[src/pkg/dca_pkg.sv]
`default_nettype none

package dca_pkg;

  // ---------------------------------------------
  // clock and time base
  // ---------------------------------------------
  localparam int unsigned CLK_HZ       = 40_000_000;
  localparam int unsigned CLK_MHZ      = 40;
  localparam int unsigned OFS_STEP_NS  = 100;
  localparam int unsigned OFS_STEP_CYC = (OFS_STEP_NS * CLK_MHZ + 999) / 1000;
  localparam int unsigned PPS_WIDTH_US = 10;
  localparam int unsigned PPS_WIDTH_CYC = PPS_WIDTH_US * CLK_MHZ;
  localparam int unsigned BAUD_BPS     = 9600;
  localparam int unsigned BAUD_CYC     = CLK_HZ / BAUD_BPS;
  localparam int unsigned SETTLE_CYC   = 16;
  localparam int unsigned ACC_SCALE    = 3;

  // ---------------------------------------------
  // widths
  // ---------------------------------------------
  localparam int unsigned OFS_W  = 24;
  localparam int unsigned OCYC_W = 26;
  localparam int unsigned SEC_W  = 26;
  localparam int unsigned ACC_W  = 28;
  localparam int unsigned TMO_W  = 27;
  localparam int unsigned ADDR_W = 5;
  localparam int unsigned BAUD_W = 13;
  localparam int unsigned PPSW_W = 9;
  localparam int unsigned SET_W  = 5;

  // ---------------------------------------------
  // accumulator steps, 2*f*ACC_SCALE
  // ---------------------------------------------
  localparam logic [ACC_W-1:0] INC_9600 = 28'h000_E100;
  localparam logic [ACC_W-1:0] INC_300  = 28'h000_0708;
  localparam logic [ACC_W-1:0] INC_33   = 28'h000_00C8;

  // ---------------------------------------------
  // switch bit positions and reset values
  // ---------------------------------------------
  localparam int unsigned SW_BAUD_POS = 5;
  localparam logic [4:0]  RELAY_RST   = 5'h00;
  localparam logic        CLK_ON_RST  = 1'h0;

  typedef struct packed {
    logic a;
    logic b;
  } dca_diff_t;

  typedef struct packed {
    logic at1;
    logic at2;
    logic at3;
    logic major;
    logic minor;
  } dca_relay_t;

  typedef struct packed {
    logic [ADDR_W-1:0] addr;
    logic              baud_rsv;
  } dca_cfg_t;

  typedef enum logic {
    CFG_SETTLE,
    CFG_HOLD
  } dca_cfg_state_t;

endpackage

`default_nettype wire

[src/rtl/dca_data_clock_alarm.sv]
`timescale 1ns/10ps
`default_nettype none

module dca_data_clock_alarm
  import dca_pkg::*;
#(
  parameter int unsigned SEC_CYC = CLK_HZ,
  parameter int unsigned BIT_CYC = BAUD_CYC
) (
  input  wire logic              clock,
  input  wire logic              rst,
  input  wire logic              gps_pps_pin,
  input  wire logic              tracking_pin,
  input  wire logic [5:0]        setup_sw_pin,
  input  wire logic [OFS_W-1:0]  pulse_offset_command,
  input  wire logic              low_rate_clock_select_command,
  input  wire logic [TMO_W-1:0]  first_alarm_timeout,
  input  wire logic [TMO_W-1:0]  second_alarm_timeout,
  input  wire logic [TMO_W-1:0]  third_alarm_timeout,
  input  wire logic              rx_dest_valid,
  input  wire logic [ADDR_W-1:0] rx_dest_addr,
  output var  dca_diff_t         data_clk_9600,
  output var  dca_diff_t         data_clk_low,
  output var  dca_diff_t         data_clk_pps,
  output var  dca_relay_t        relay_energise,
  output logic [1:0]             at_od_o,
  output logic [1:0]             at_od_oe,
  output logic [ADDR_W-1:0]      bus_addr,
  output logic                   baud_reserved,
  output logic                   cfg_valid,
  output logic                   baud_tick,
  output logic                   rx_accept,
  output logic                   rx_reject,
  output logic [ADDR_W-1:0]      tx_src_addr,
  output logic                   epoch_pulse
);

  localparam logic [ACC_W-1:0]  ACC_MOD  = ACC_W'(ACC_SCALE * SEC_CYC);
  localparam logic [SEC_W-1:0]  SEC_LAST = SEC_W'(SEC_CYC - 1);
  localparam logic [BAUD_W-1:0] BIT_LAST = BAUD_W'(BIT_CYC - 1);
  localparam logic [PPSW_W-1:0] PPS_LEN  = PPSW_W'(PPS_WIDTH_CYC);
  localparam logic [SET_W-1:0]  SET_LAST = SET_W'(SETTLE_CYC - 1);
  localparam logic [OCYC_W-1:0] OFS_MUL  = OCYC_W'(OFS_STEP_CYC);

  // ---------------------------------------------
  // pin synchronisers
  // ---------------------------------------------
  logic [7:0] pin_meta_r;
  logic [7:0] pin_sync_r;
  logic       pps_d_r;
  wire        pps_s;
  wire        trk_s;
  wire  [5:0] sw_s;
  wire        gps_rise;

  always_ff @(posedge clock or posedge rst) begin
    if (rst) begin
      pin_meta_r <= 8'h00;
      pin_sync_r <= 8'h00;
      pps_d_r    <= 1'h0;
    end else begin
      pin_meta_r <= {gps_pps_pin, tracking_pin, setup_sw_pin};
      pin_sync_r <= pin_meta_r;
      pps_d_r    <= pps_s;
    end
  end

  assign pps_s    = pin_sync_r[7];
  assign trk_s    = pin_sync_r[6];
  assign sw_s     = pin_sync_r[5:0];
  assign gps_rise = pps_s & ~pps_d_r;

  // ---------------------------------------------
  // switch capture after reset
  // ---------------------------------------------
  dca_cfg_state_t   cfg_st_r;
  dca_cfg_t         cfg_r;
  logic [SET_W-1:0] set_cnt_r;

  always_ff @(posedge clock or posedge rst) begin
    if (rst) begin
      cfg_st_r  <= CFG_SETTLE;
      cfg_r     <= '0;
      set_cnt_r <= '0;
    end else begin
      unique case (cfg_st_r)
        CFG_SETTLE: begin
          set_cnt_r <= set_cnt_r + 1'b1;
          if (set_cnt_r == SET_LAST) begin
            cfg_r.addr     <= sw_s[ADDR_W-1:0];
            cfg_r.baud_rsv <= sw_s[SW_BAUD_POS];
            cfg_st_r       <= CFG_HOLD;
          end
        end
        CFG_HOLD: begin
          cfg_st_r <= CFG_HOLD;
        end
      endcase
    end
  end

  assign cfg_valid     = (cfg_st_r == CFG_HOLD);
  assign bus_addr      = cfg_r.addr;
  assign baud_reserved = cfg_r.baud_rsv;

  // ---------------------------------------------
  // command port bit timing
  // ---------------------------------------------
  logic [BAUD_W-1:0] bit_cnt_r;
  logic              baud_tick_r;
  wire               bit_end;

  assign bit_end = (bit_cnt_r == BIT_LAST);

  always_ff @(posedge clock or posedge rst) begin
    if (rst) begin
      bit_cnt_r   <= '0;
      baud_tick_r <= 1'h0;
    end else begin
      baud_tick_r <= cfg_valid && bit_end;
      if (!cfg_valid || bit_end) begin
        bit_cnt_r <= '0;
      end else begin
        bit_cnt_r <= bit_cnt_r + 1'b1;
      end
    end
  end

  assign baud_tick = baud_tick_r;

  // ---------------------------------------------
  // address filter
  // ---------------------------------------------
  logic rx_acc_r;
  logic rx_rej_r;
  wire  dest_hit;

  assign dest_hit = (rx_dest_addr == cfg_r.addr);

  always_ff @(posedge clock or posedge rst) begin
    if (rst) begin
      rx_acc_r <= 1'h0;
      rx_rej_r <= 1'h0;
    end else begin
      rx_acc_r <= rx_dest_valid && cfg_valid && dest_hit;
      rx_rej_r <= rx_dest_valid && !(cfg_valid && dest_hit);
    end
  end

  assign rx_accept   = rx_acc_r;
  assign rx_reject   = rx_rej_r;
  assign tx_src_addr = cfg_r.addr;

  // ---------------------------------------------
  // epoch: offset gps pulse or free-run second
  // ---------------------------------------------
  logic [OCYC_W-1:0] dly_r;
  logic              dly_busy_r;
  logic [SEC_W-1:0]  sec_r;
  wire  [OCYC_W-1:0] ofs_cyc;
  wire               ofs_fire;
  wire               epoch;

  assign ofs_cyc  = OCYC_W'(pulse_offset_command) * OFS_MUL;
  assign ofs_fire = (gps_rise && ofs_cyc == '0)
                 || (dly_busy_r && dly_r == OCYC_W'(1));
  assign epoch    = ofs_fire || (sec_r == SEC_LAST);

  always_ff @(posedge clock or posedge rst) begin
    if (rst) begin
      dly_r      <= '0;
      dly_busy_r <= 1'h0;
    end else if (gps_rise && ofs_cyc != '0) begin
      dly_r      <= ofs_cyc;
      dly_busy_r <= 1'h1;
    end else if (dly_busy_r) begin
      dly_r      <= dly_r - 1'b1;
      dly_busy_r <= (dly_r != OCYC_W'(1));
    end
  end

  always_ff @(posedge clock or posedge rst) begin
    if (rst) begin
      sec_r <= '0;
    end else if (epoch) begin
      sec_r <= '0;
    end else begin
      sec_r <= sec_r + 1'b1;
    end
  end

  assign epoch_pulse = epoch;

  // ---------------------------------------------
  // 9600 Hz and low-rate clock generators
  // ---------------------------------------------
  wire  [ACC_W-1:0] inc_w [2];
  logic [ACC_W-1:0] acc_r [2];
  logic [1:0]       clk_on_r;

  assign inc_w[0] = INC_9600;
  assign inc_w[1] = low_rate_clock_select_command ? INC_33 : INC_300;

  for (genvar g = 0; g < 2; g++) begin : g_dclk
    wire [ACC_W-1:0] sum;
    assign sum = acc_r[g] + inc_w[g];
    always_ff @(posedge clock or posedge rst) begin
      if (rst) begin
        acc_r[g]    <= '0;
        clk_on_r[g] <= CLK_ON_RST;
      end else if (epoch) begin
        acc_r[g]    <= '0;
        clk_on_r[g] <= 1'h1;
      end else if (sum >= ACC_MOD) begin
        acc_r[g]    <= sum - ACC_MOD;
        clk_on_r[g] <= ~clk_on_r[g];
      end else begin
        acc_r[g]    <= sum;
      end
    end
  end

  // ---------------------------------------------
  // one pulse per second
  // ---------------------------------------------
  logic [PPSW_W-1:0] pps_cnt_r;
  logic              pps_on_r;

  always_ff @(posedge clock or posedge rst) begin
    if (rst) begin
      pps_cnt_r <= '0;
      pps_on_r  <= CLK_ON_RST;
    end else if (epoch) begin
      pps_cnt_r <= PPS_LEN;
      pps_on_r  <= 1'h1;
    end else if (pps_cnt_r != '0) begin
      pps_cnt_r <= pps_cnt_r - 1'b1;
      pps_on_r  <= (pps_cnt_r != PPSW_W'(1));
    end
  end

  // active phase is space, A high
  assign data_clk_9600 = '{a: clk_on_r[0], b: ~clk_on_r[0]};
  assign data_clk_low  = '{a: clk_on_r[1], b: ~clk_on_r[1]};
  assign data_clk_pps  = '{a: pps_on_r, b: ~pps_on_r};

  // ---------------------------------------------
  // alarm timeouts
  // ---------------------------------------------
  wire  [TMO_W-1:0] preset_w [3];
  logic [TMO_W-1:0] tmo_r    [3];
  logic [2:0]       alm_r;

  assign preset_w[0] = first_alarm_timeout;
  assign preset_w[1] = second_alarm_timeout;
  assign preset_w[2] = third_alarm_timeout;

  for (genvar t = 0; t < 3; t++) begin : g_tmo
    always_ff @(posedge clock or posedge rst) begin
      if (rst) begin
        tmo_r[t] <= '0;
        alm_r[t] <= 1'h0;
      end else if (!cfg_valid || trk_s) begin
        tmo_r[t] <= preset_w[t];
        alm_r[t] <= 1'h0;
      end else if (tmo_r[t] == '0) begin
        alm_r[t] <= 1'h1;
      end else if (epoch) begin
        tmo_r[t] <= tmo_r[t] - 1'b1;
      end
    end
  end

  // ---------------------------------------------
  // relays, fail-safe energised
  // ---------------------------------------------
  dca_relay_t relay_r;

  always_ff @(posedge clock or posedge rst) begin
    if (rst) begin
      relay_r <= RELAY_RST;
    end else begin
      relay_r.at1   <= ~alm_r[0];
      relay_r.at2   <= ~alm_r[1];
      relay_r.at3   <= ~alm_r[2];
      relay_r.major <= ~(alm_r[1] | alm_r[2]);
      relay_r.minor <= ~alm_r[0];
    end
  end

  assign relay_energise = relay_r;
  assign at_od_o        = 2'h0;
  assign at_od_oe       = {relay_r.at2, relay_r.at1};

  // ---------------------------------------------
  // checks
  // ---------------------------------------------
  property p_epoch_sec;
    @(posedge clock) disable iff (rst)
      epoch |=> (sec_r == '0);
  endproperty
  a_epoch_sec: assert property (p_epoch_sec)
    else $error("second counter not restarted at epoch");

  property p_lead_edge;
    @(posedge clock) disable iff (rst)
      epoch |=> (data_clk_9600.a && data_clk_low.a && data_clk_pps.a);
  endproperty
  a_lead_edge: assert property (p_lead_edge)
    else $error("clocks not at leading level after epoch");

  property p_offset_one;
    @(posedge clock) disable iff (rst)
      (gps_rise && pulse_offset_command == OFS_W'(1) && !dly_busy_r
       && sec_r < SEC_W'(SEC_CYC - 8)) |-> !epoch ##1 (!epoch)[*3] ##1 epoch;
  endproperty
  a_offset_one: assert property (p_offset_one)
    else $error("offset of one step not four cycles");

  property p_diff;
    @(posedge clock) disable iff (rst)
      (data_clk_9600.a != data_clk_9600.b) && (data_clk_pps.a != data_clk_pps.b);
  endproperty
  a_diff: assert property (p_diff)
    else $error("differential pair not complementary");

  property p_od_alarm;
    @(posedge clock) disable iff (rst)
      $rose(alm_r[0]) |=> !at_od_oe[0];
  endproperty
  a_od_alarm: assert property (p_od_alarm)
    else $error("timeout pin still grounded during alarm");

  property p_addr_hold;
    @(posedge clock) disable iff (rst)
      cfg_valid |=> (cfg_valid && $stable(bus_addr));
  endproperty
  a_addr_hold: assert property (p_addr_hold)
    else $error("captured address changed");

  property p_major;
    @(posedge clock) disable iff (rst)
      (alm_r[1] || alm_r[2]) |=> !relay_energise.major;
  endproperty
  a_major: assert property (p_major)
    else $error("major relay energised during major alarm");

  property p_recover;
    @(posedge clock) disable iff (rst)
      (trk_s && cfg_valid) |=> (alm_r == 3'h0) ##1 relay_energise.at1;
  endproperty
  a_recover: assert property (p_recover)
    else $error("relay not restored after tracking returned");

  property p_expire;
    @(posedge clock) disable iff (rst)
      (cfg_valid && !trk_s && tmo_r[2] == '0) |=> alm_r[2];
  endproperty
  a_expire: assert property (p_expire)
    else $error("timeout reached zero without alarm");

  property p_filter;
    @(posedge clock) disable iff (rst)
      (rx_dest_valid && rx_dest_addr != bus_addr) |=> (!rx_accept && rx_reject);
  endproperty
  a_filter: assert property (p_filter)
    else $error("foreign destination accepted");

  property p_baud;
    @(posedge clock) disable iff (rst)
      baud_tick |=> (!baud_tick)[*8];
  endproperty
  a_baud: assert property (p_baud)
    else $error("bit ticks too close together");

endmodule

`default_nettype wire

[config.mk]
export PLATFORM = sky130hd
export DESIGN_NAME = dca_data_clock_alarm
export DESIGN_NICKNAME = d
export VERILOG_FILES = /design/src/pkg/dca_pkg.sv /design/src/rtl/dca_data_clock_alarm.sv
export SDC_FILE = /design/constraint.sdc
export NUM_CORES = 1
export LEC_CHECK = 0
export ABC_AREA = 1
export BUFFER_PORTS_ARGS = -buffer_cell sky130_fd_sc_hd__clkbuf_2
export CORE_MARGIN = 2
export CORE_UTILIZATION = 45
export CTS_CLUSTER_DIAMETER = 50
export DETAILED_ROUTE_END_ITERATION = 12
export HOLD_SLACK_MARGIN = 0.06
export PLACE_DENSITY = 0.66
export SLEW_MARGIN = 20
export SYNTH_ARGS = -nofsm -noshare
export SYNTH_HDL_FRONTEND = slang
export SYNTH_SLANG_ARGS = --single-unit
[constraint.sdc]
create_clock -name clock -period 8.9 [get_ports clock]
set_input_delay 2.67 -clock clock [delete_from_list [all_inputs] [get_ports clock]]
set_output_delay 2.67 -clock clock [all_outputs]
set_load 0.03 [all_outputs]
* Yosys cells after proc, flatten, opt, wreduce, memory -nomap -nowiden
Index checks and enable logic that the tools add are counted.
** Storage, ports and cells
- Bits in registers :: 254
- Bits of input ports :: 122
- Output and inout bits :: 31
- Logic and storage cells :: 133
** Cells by class
- Add/sub/neg operators :: 12
- $lt $le $gt $ge :: 2
- Equality and inequality tests :: 10
- Mux-type cells :: 36
- Bitwise logic cells :: 11
- Reduce and logical (&&, ||, !) cells :: 32
** Operators by type and width (number)
- $mux 27 :: 9
- $mux 28 :: 4
- $logic_not 27->1 :: 3
- $sub 27x1->27 const B :: 3
- $mux 26 :: 3
- $ge 28x27->1 const B :: 2
- $sub 28x27->28 const B :: 2
- $add 28x11->28 :: 1
- $add 28x16->28 const B :: 1
- $add 26x1->26 const B :: 1
- $eq 26x1->1 const B :: 1
- $eq 26x26->1 const B :: 1
- $logic_not 26->1 :: 1
- $ne 26x1->1 const B :: 1
- $reduce_bool 26->1 :: 1
- $sub 26x1->26 const B :: 1
- $mux 9 :: 2
- $reduce_bool 2->1 :: 8
- $mux 1 :: 15
- $add 13x1->13 const B :: 1
- $eq 13x13->1 const B :: 1
- $mux 13 :: 1
- $mux 11 :: 1
- $ne 9x1->1 const B :: 1
- other kinds (15) :: 38

* Longest topological paths before layout
- Depth after elaboration :: 8
- Depth in mapped cells :: 21
- Depth with buffers taken out :: 21

* Least setup slack after synthesis
OpenSTA, ideal clock, no wires.
- Path kind :: input to output
- Start point :: input port pulse_offset_command[11]
- End point :: output port epoch_pulse
- Arrival :: 4002 ps
- Required time :: 6230 ps
- Path slack :: 2228 ps
- Stages :: 9
- Buffers on the path :: 1
- Cells stage by stage :: inv_1 nand2_1 nor4_1 nand3b_1 nand2b_1 nand2_1 inv_1 nand2_1 clkbuf_1
** On the way
- Cells in the longest elaborated chain, start to end :: 4
** Ends and longest elaborated chain
- start, declared :: line dca_data_clock_alarm.sv:15 : input wire logic [OFS_W-1:0] pulse_offset_command,
- $logic_not 26->1 :: line dca_data_clock_alarm.sv:165 : assign ofs_fire = (gps_rise && ofs_cyc == '0)
- $logic_and 1x1->1 :: line dca_data_clock_alarm.sv:165
- $logic_or 1x1->1 :: line dca_data_clock_alarm.sv:166 : || (dly_busy_r && dly_r == OCYC_W'(1));
- $logic_or 1x1->1 :: line dca_data_clock_alarm.sv:167 : assign epoch = ofs_fire || (sec_r == SEC_LAST);
- end, declared :: line dca_data_clock_alarm.sv:35 : output logic epoch_pulse
No other way between the ends.

* Worst setup path in the final report
- Start point :: input port pulse_offset_command[2]
- End point :: output port epoch_pulse
Same word-level chain as after synthesis.

==> flow_summary.toml <==
[synth]
synth-main-ff-cell = "sky130_fd_sc_hd__dfrtp_1"
synth-edff-count = 0
post_synthesis_average_cell_area_sq_um = 7.02
synth_sequential_area_ratio_pct = 39.7
synth-async-reset-ratio_pct = 100
postSynthCellCount = 2182
ff_latch_count_synth = 243
synth_cell_type_count = 54
synth_area_sq_um = 15300
yosysWarningCount = 0

[clock_tree]
cts_hold_repair.buffers = 0
cts_resized = 0
clockRootBuffer = "sky130_fd_sc_hd__clkbuf_16"
cts.reportedPaths.clkPinSlew_ps = 60
cts_inserted_buffers = 35
cts_tree = "built"
clock-sinks = 243
cts_setup_buffers = 0
clock_tree.htree_level_count = 2
clockBufferDepth = 3
clock_latency_ps = 530

[global_route]
grt-ovfl-total = 0
grt_pass1_wl_mm = 64.0
first_global_vias = 13853
antenna_found_initial = 2
gr-usage-all-layers_pct = 21.5
grt_start_max_net_pins = 124

[drt]
met2RoutedLength_mm = 18.0
top_layer_used = "met5"
drt_iter0_drc = 906
detailedRoute.firstPassIterationCount = 5
avgViaCountPerCell = 5.17
avgRoutedWirePerCell_microns = 13.6
wirelength_mm = 38.0
ant_nets = 0
route.layer.met1.wl_mm = 17.6
met3_length_mm = 1.61
via_count_of_the_routed_design = 14422
drcViolationCount = 0

[worst_setup_path]
crit_path_top_delay_cell = "sky130_fd_sc_hd__nor4_1"
critical_path.startpoint = "pulse_offset_command[2]"
timing.critical_path.cells = "clkbuf_2 -> inv_1 -> nand2_1 -> nor4_1 -> nand3b_1 -> nand2b_1 -> nand2_1 -> inv_1 -> nand2_1 -> clkbuf_2"
slowest_delay_ps = 310
critical_path.reg2reg.startpoint = "tmo_r[27]"
critPathRequiredTime_ps = 6230
crit_top_cell = "sky130_fd_sc_hd__nand2_1"
worstPathArrival_ps = 4130
worst-setup-path-type = "primary input to output port"
critical_path.max_fanout = 2
timing.critical_path.from_type = "primary input"
end_kind = "output port"

[sta]
min_period_over_period_pct = 76.3
tns_ps = 0
report.final.slew_viol_count = 0
finalHoldViolations = 0
final_setup_viols = 0
tightest_slew_ps = 1060
grt_setup_unrepaired = "false"
fmax_ghz = 0.147
postLayoutSetupSlackWorst_ps = 2100
period_needed_ps = 6800
final.setup_skew_ps = 27.5
max-slew-margin-rel_pct = 29.2

[die]
row_count = 67
design.die.area_sq_um = 35500
floorplan.die.width_microns = 188
start_util_pct = 45.7
die_height_microns = 188
core-area_sq_um = 33500
io_pins = 153

[power]
p_sw_share_pct = 34.5
comb_power_share_pct = 24.5
power.sequential.fraction_pct = 36.7
ir_drop_mv = 0.128
p_switching_mw = 1.26
pwr_density_cell_nw_per_um2 = 207
pwr-share-clk_pct = 38.8
internal-power_mw = 2.39
leakagePower_nw = 8.61

[worst_hold_path]
hp-start = "pin_meta_r[6]"
timing.hold.worst.class = "flip-flop to flip-flop"

[finish]
finish.net_count = 2461
layout-drive-gt1-share_pct = 12.4
num_antenna_cells = 0
final_core_utilization_pct = 52.5
layout_stage_area_growth_over_the_synthesis_result_pct = 14.9

[flow_run]
maxCapViolations = 0

[place]
place_congestion = 0.903
place_ws_ps = 2090
io_buffer_count = 150
detailed_placement_wirelength_estimate_mm = 27.0

[run_status]
outcome = "finished clean"
state kept, by name, indices dropped and copies added, names as in the netlist, 3 cells and up:
| signal | flops |
|---|---|
| set_cnt_r | 5 |
| acc_r | 45 |
| pps_cnt_r | 9 |
| tmo_r | 81 |
| sec_r | 26 |
| dly_r | 26 |
| bit_cnt_r | 13 |
| relay_energise | 3 |
| pin_sync_r | 8 |
| pin_meta_r | 8 |
| alm_r | 3 |
| bus_addr | 5 |
synthesized netlist by cell type (3+ instances only):
master | number | area share [%]
sky130_fd_sc_hd__and2_1 | 3 | 0.12
sky130_fd_sc_hd__a22oi_1 | 3 | 0.15
sky130_fd_sc_hd__a211oi_1 | 3 | 0.15
sky130_fd_sc_hd__o21ai_0 | 67 | 2.2
sky130_fd_sc_hd__inv_2 | 13 | 0.32
sky130_fd_sc_hd__nor3_2 | 3 | 0.20
sky130_fd_sc_hd__buf_6 | 3 | 0.22
sky130_fd_sc_hd__a21oi_1 | 82 | 2.7
sky130_fd_sc_hd__nor3b_1 | 8 | 0.39
sky130_fd_sc_hd__o211ai_1 | 19 | 0.93
sky130_fd_sc_hd__mux2_2 | 5 | 0.37
sky130_fd_sc_hd__xor2_1 | 47 | 2.7
sky130_fd_sc_hd__clkbuf_1 | 30 | 0.74
sky130_fd_sc_hd__o21bai_1 | 5 | 0.25
sky130_fd_sc_hd__o31ai_1 | 3 | 0.15
sky130_fd_sc_hd__nand2_2 | 15 | 0.61
sky130_fd_sc_hd__nor2_2 | 13 | 0.53
sky130_fd_sc_hd__buf_4 | 14 | 0.69
sky130_fd_sc_hd__nor4_1 | 23 | 0.94
sky130_fd_sc_hd__o221ai_1 | 15 | 0.86
sky130_fd_sc_hd__nand3_1 | 184 | 6.0
sky130_fd_sc_hd__nand2_1 | 538 | 13
sky130_fd_sc_hd__a31oi_1 | 48 | 2.0
sky130_fd_sc_hd__nor3_1 | 42 | 1.4
sky130_fd_sc_hd__inv_1 | 249 | 6.1
sky130_fd_sc_hd__nor2_1 | 341 | 8.4
sky130_fd_sc_hd__nand4_1 | 42 | 1.7
sky130_fd_sc_hd__o22ai_1 | 3 | 0.12
sky130_fd_sc_hd__nand3b_1 | 10 | 0.49
sky130_fd_sc_hd__dfrtp_1 | 243 | 40
sky130_fd_sc_hd__ha_1 | 22 | 1.8
sky130_fd_sc_hd__or2_2 | 10 | 0.41
sky130_fd_sc_hd__o21ai_1 | 16 | 0.52
sky130_fd_sc_hd__buf_2 | 14 | 0.46
sky130_fd_sc_hd__a21boi_0 | 3 | 0.15
sky130_fd_sc_hd__xnor2_1 | 20 | 1.1
placed cells by master (no fill, tap or decap), drive strengths merged, types with 4 or more instances in the layout:
cell type / n
nand2: 553
nor2: 356
inv: 267
dfrtp: 243
clkbuf: 192
nand3: 187
a21oi: 84
o21ai: 84
a31oi: 48
xor2: 47
nor3: 45
nand4: 43
nor4: 24
ha: 22
xnor2: 20
o211ai: 19
o221ai: 15
nand3b: 10
or2: 10
buf: 9
clkinv: 9
nor3b: 8
o21bai: 5
mux2: 5
clkinvlp: 4
layout make-up:
class                           count  area, sq um
Clock inverter                     19          249
Timing Repair Buffer              159          831
Sequential cell                   243         6080
Fill cell                        3327        15900
Multi-Input combinational cell   1614         7930
Tap cell                          448          561
Inverter                          264          995
Clock buffer                       42          952
worst max-delay path: cells and delay by family:
kind	cells	cell delay, ps
AND/OR/NAND/NOR	6	1000
buffers and inverters	4	450
power by group through the flow:
| stage | combinational, mW | sequential (mW) | clock (mW) |
|---|---|---|---|
| 2_1_floorplan | 0.695 | 1.33 | 0 |
| 3_3_place_gp | 0.865 | 1.35 | 0 |
| 3_5_place_dp | 0.888 | 1.35 | 0 |
| 4_1_cts | 0.892 | 1.34 | 1.46 |
| 5_1_grt | 1.02 | 1.36 | 1.50 |
| 6_report | 0.893 | 1.34 | 1.42 |
per-stage QoR:
step	cells	instance area, sq um	hold slack, ps	total power [mW]
global route	2789	17600	350	3.88
detailed placement	2728	16400	335	2.24
CTS	2789	17600	349	3.69
floorplan	2183	15300	331	2.02
global placement	2728	16400	332	2.22
finish	2789	17600	346	3.65
per-layer routing:
metal,vias to the layer above,GRT usage (%)
met5,-,0
met4,4,6.07
met3,72,3.63
met2,283,36.7
met1,6676,28.1
li1,7387,-
cells by family (layout without fill, tap and decap cells):
| kind of cell | Yosys count | after routing | share of synthesized area [%] |
|---|---|---|---|
| other cells | 1 | 2 | 0.0245 |
| flops | 243 | 243 | 39.7 |
| compound gates | 277 | 277 | 10.6 |
| fa+ha+maj | 22 | 22 | 1.80 |
| buf+inv | 326 | 484 | 8.59 |
| simple gates | 1241 | 1241 | 35.0 |
| mux | 5 | 5 | 0.368 |
| xor+xnor | 67 | 67 | 3.83 |
path summary, 6_finish.rpt:
kind | to | slack, ps | cells past startpoint
setup / recovery | epoch_pulse | 2100 | 10
hold / removal | pin_sync_r[6] | 350 | 0
setup reg to reg | tmo_r[48] | 5630 | 12
hold reg to reg | pin_sync_r[6] | 350 | 0
max in group asynchronous | tmo_r[42] | 5170 | 4
min in group asynchronous | pin_sync_r[2] | 2420 | 3
No activity file was read; power rests on OpenSTA's default activity.
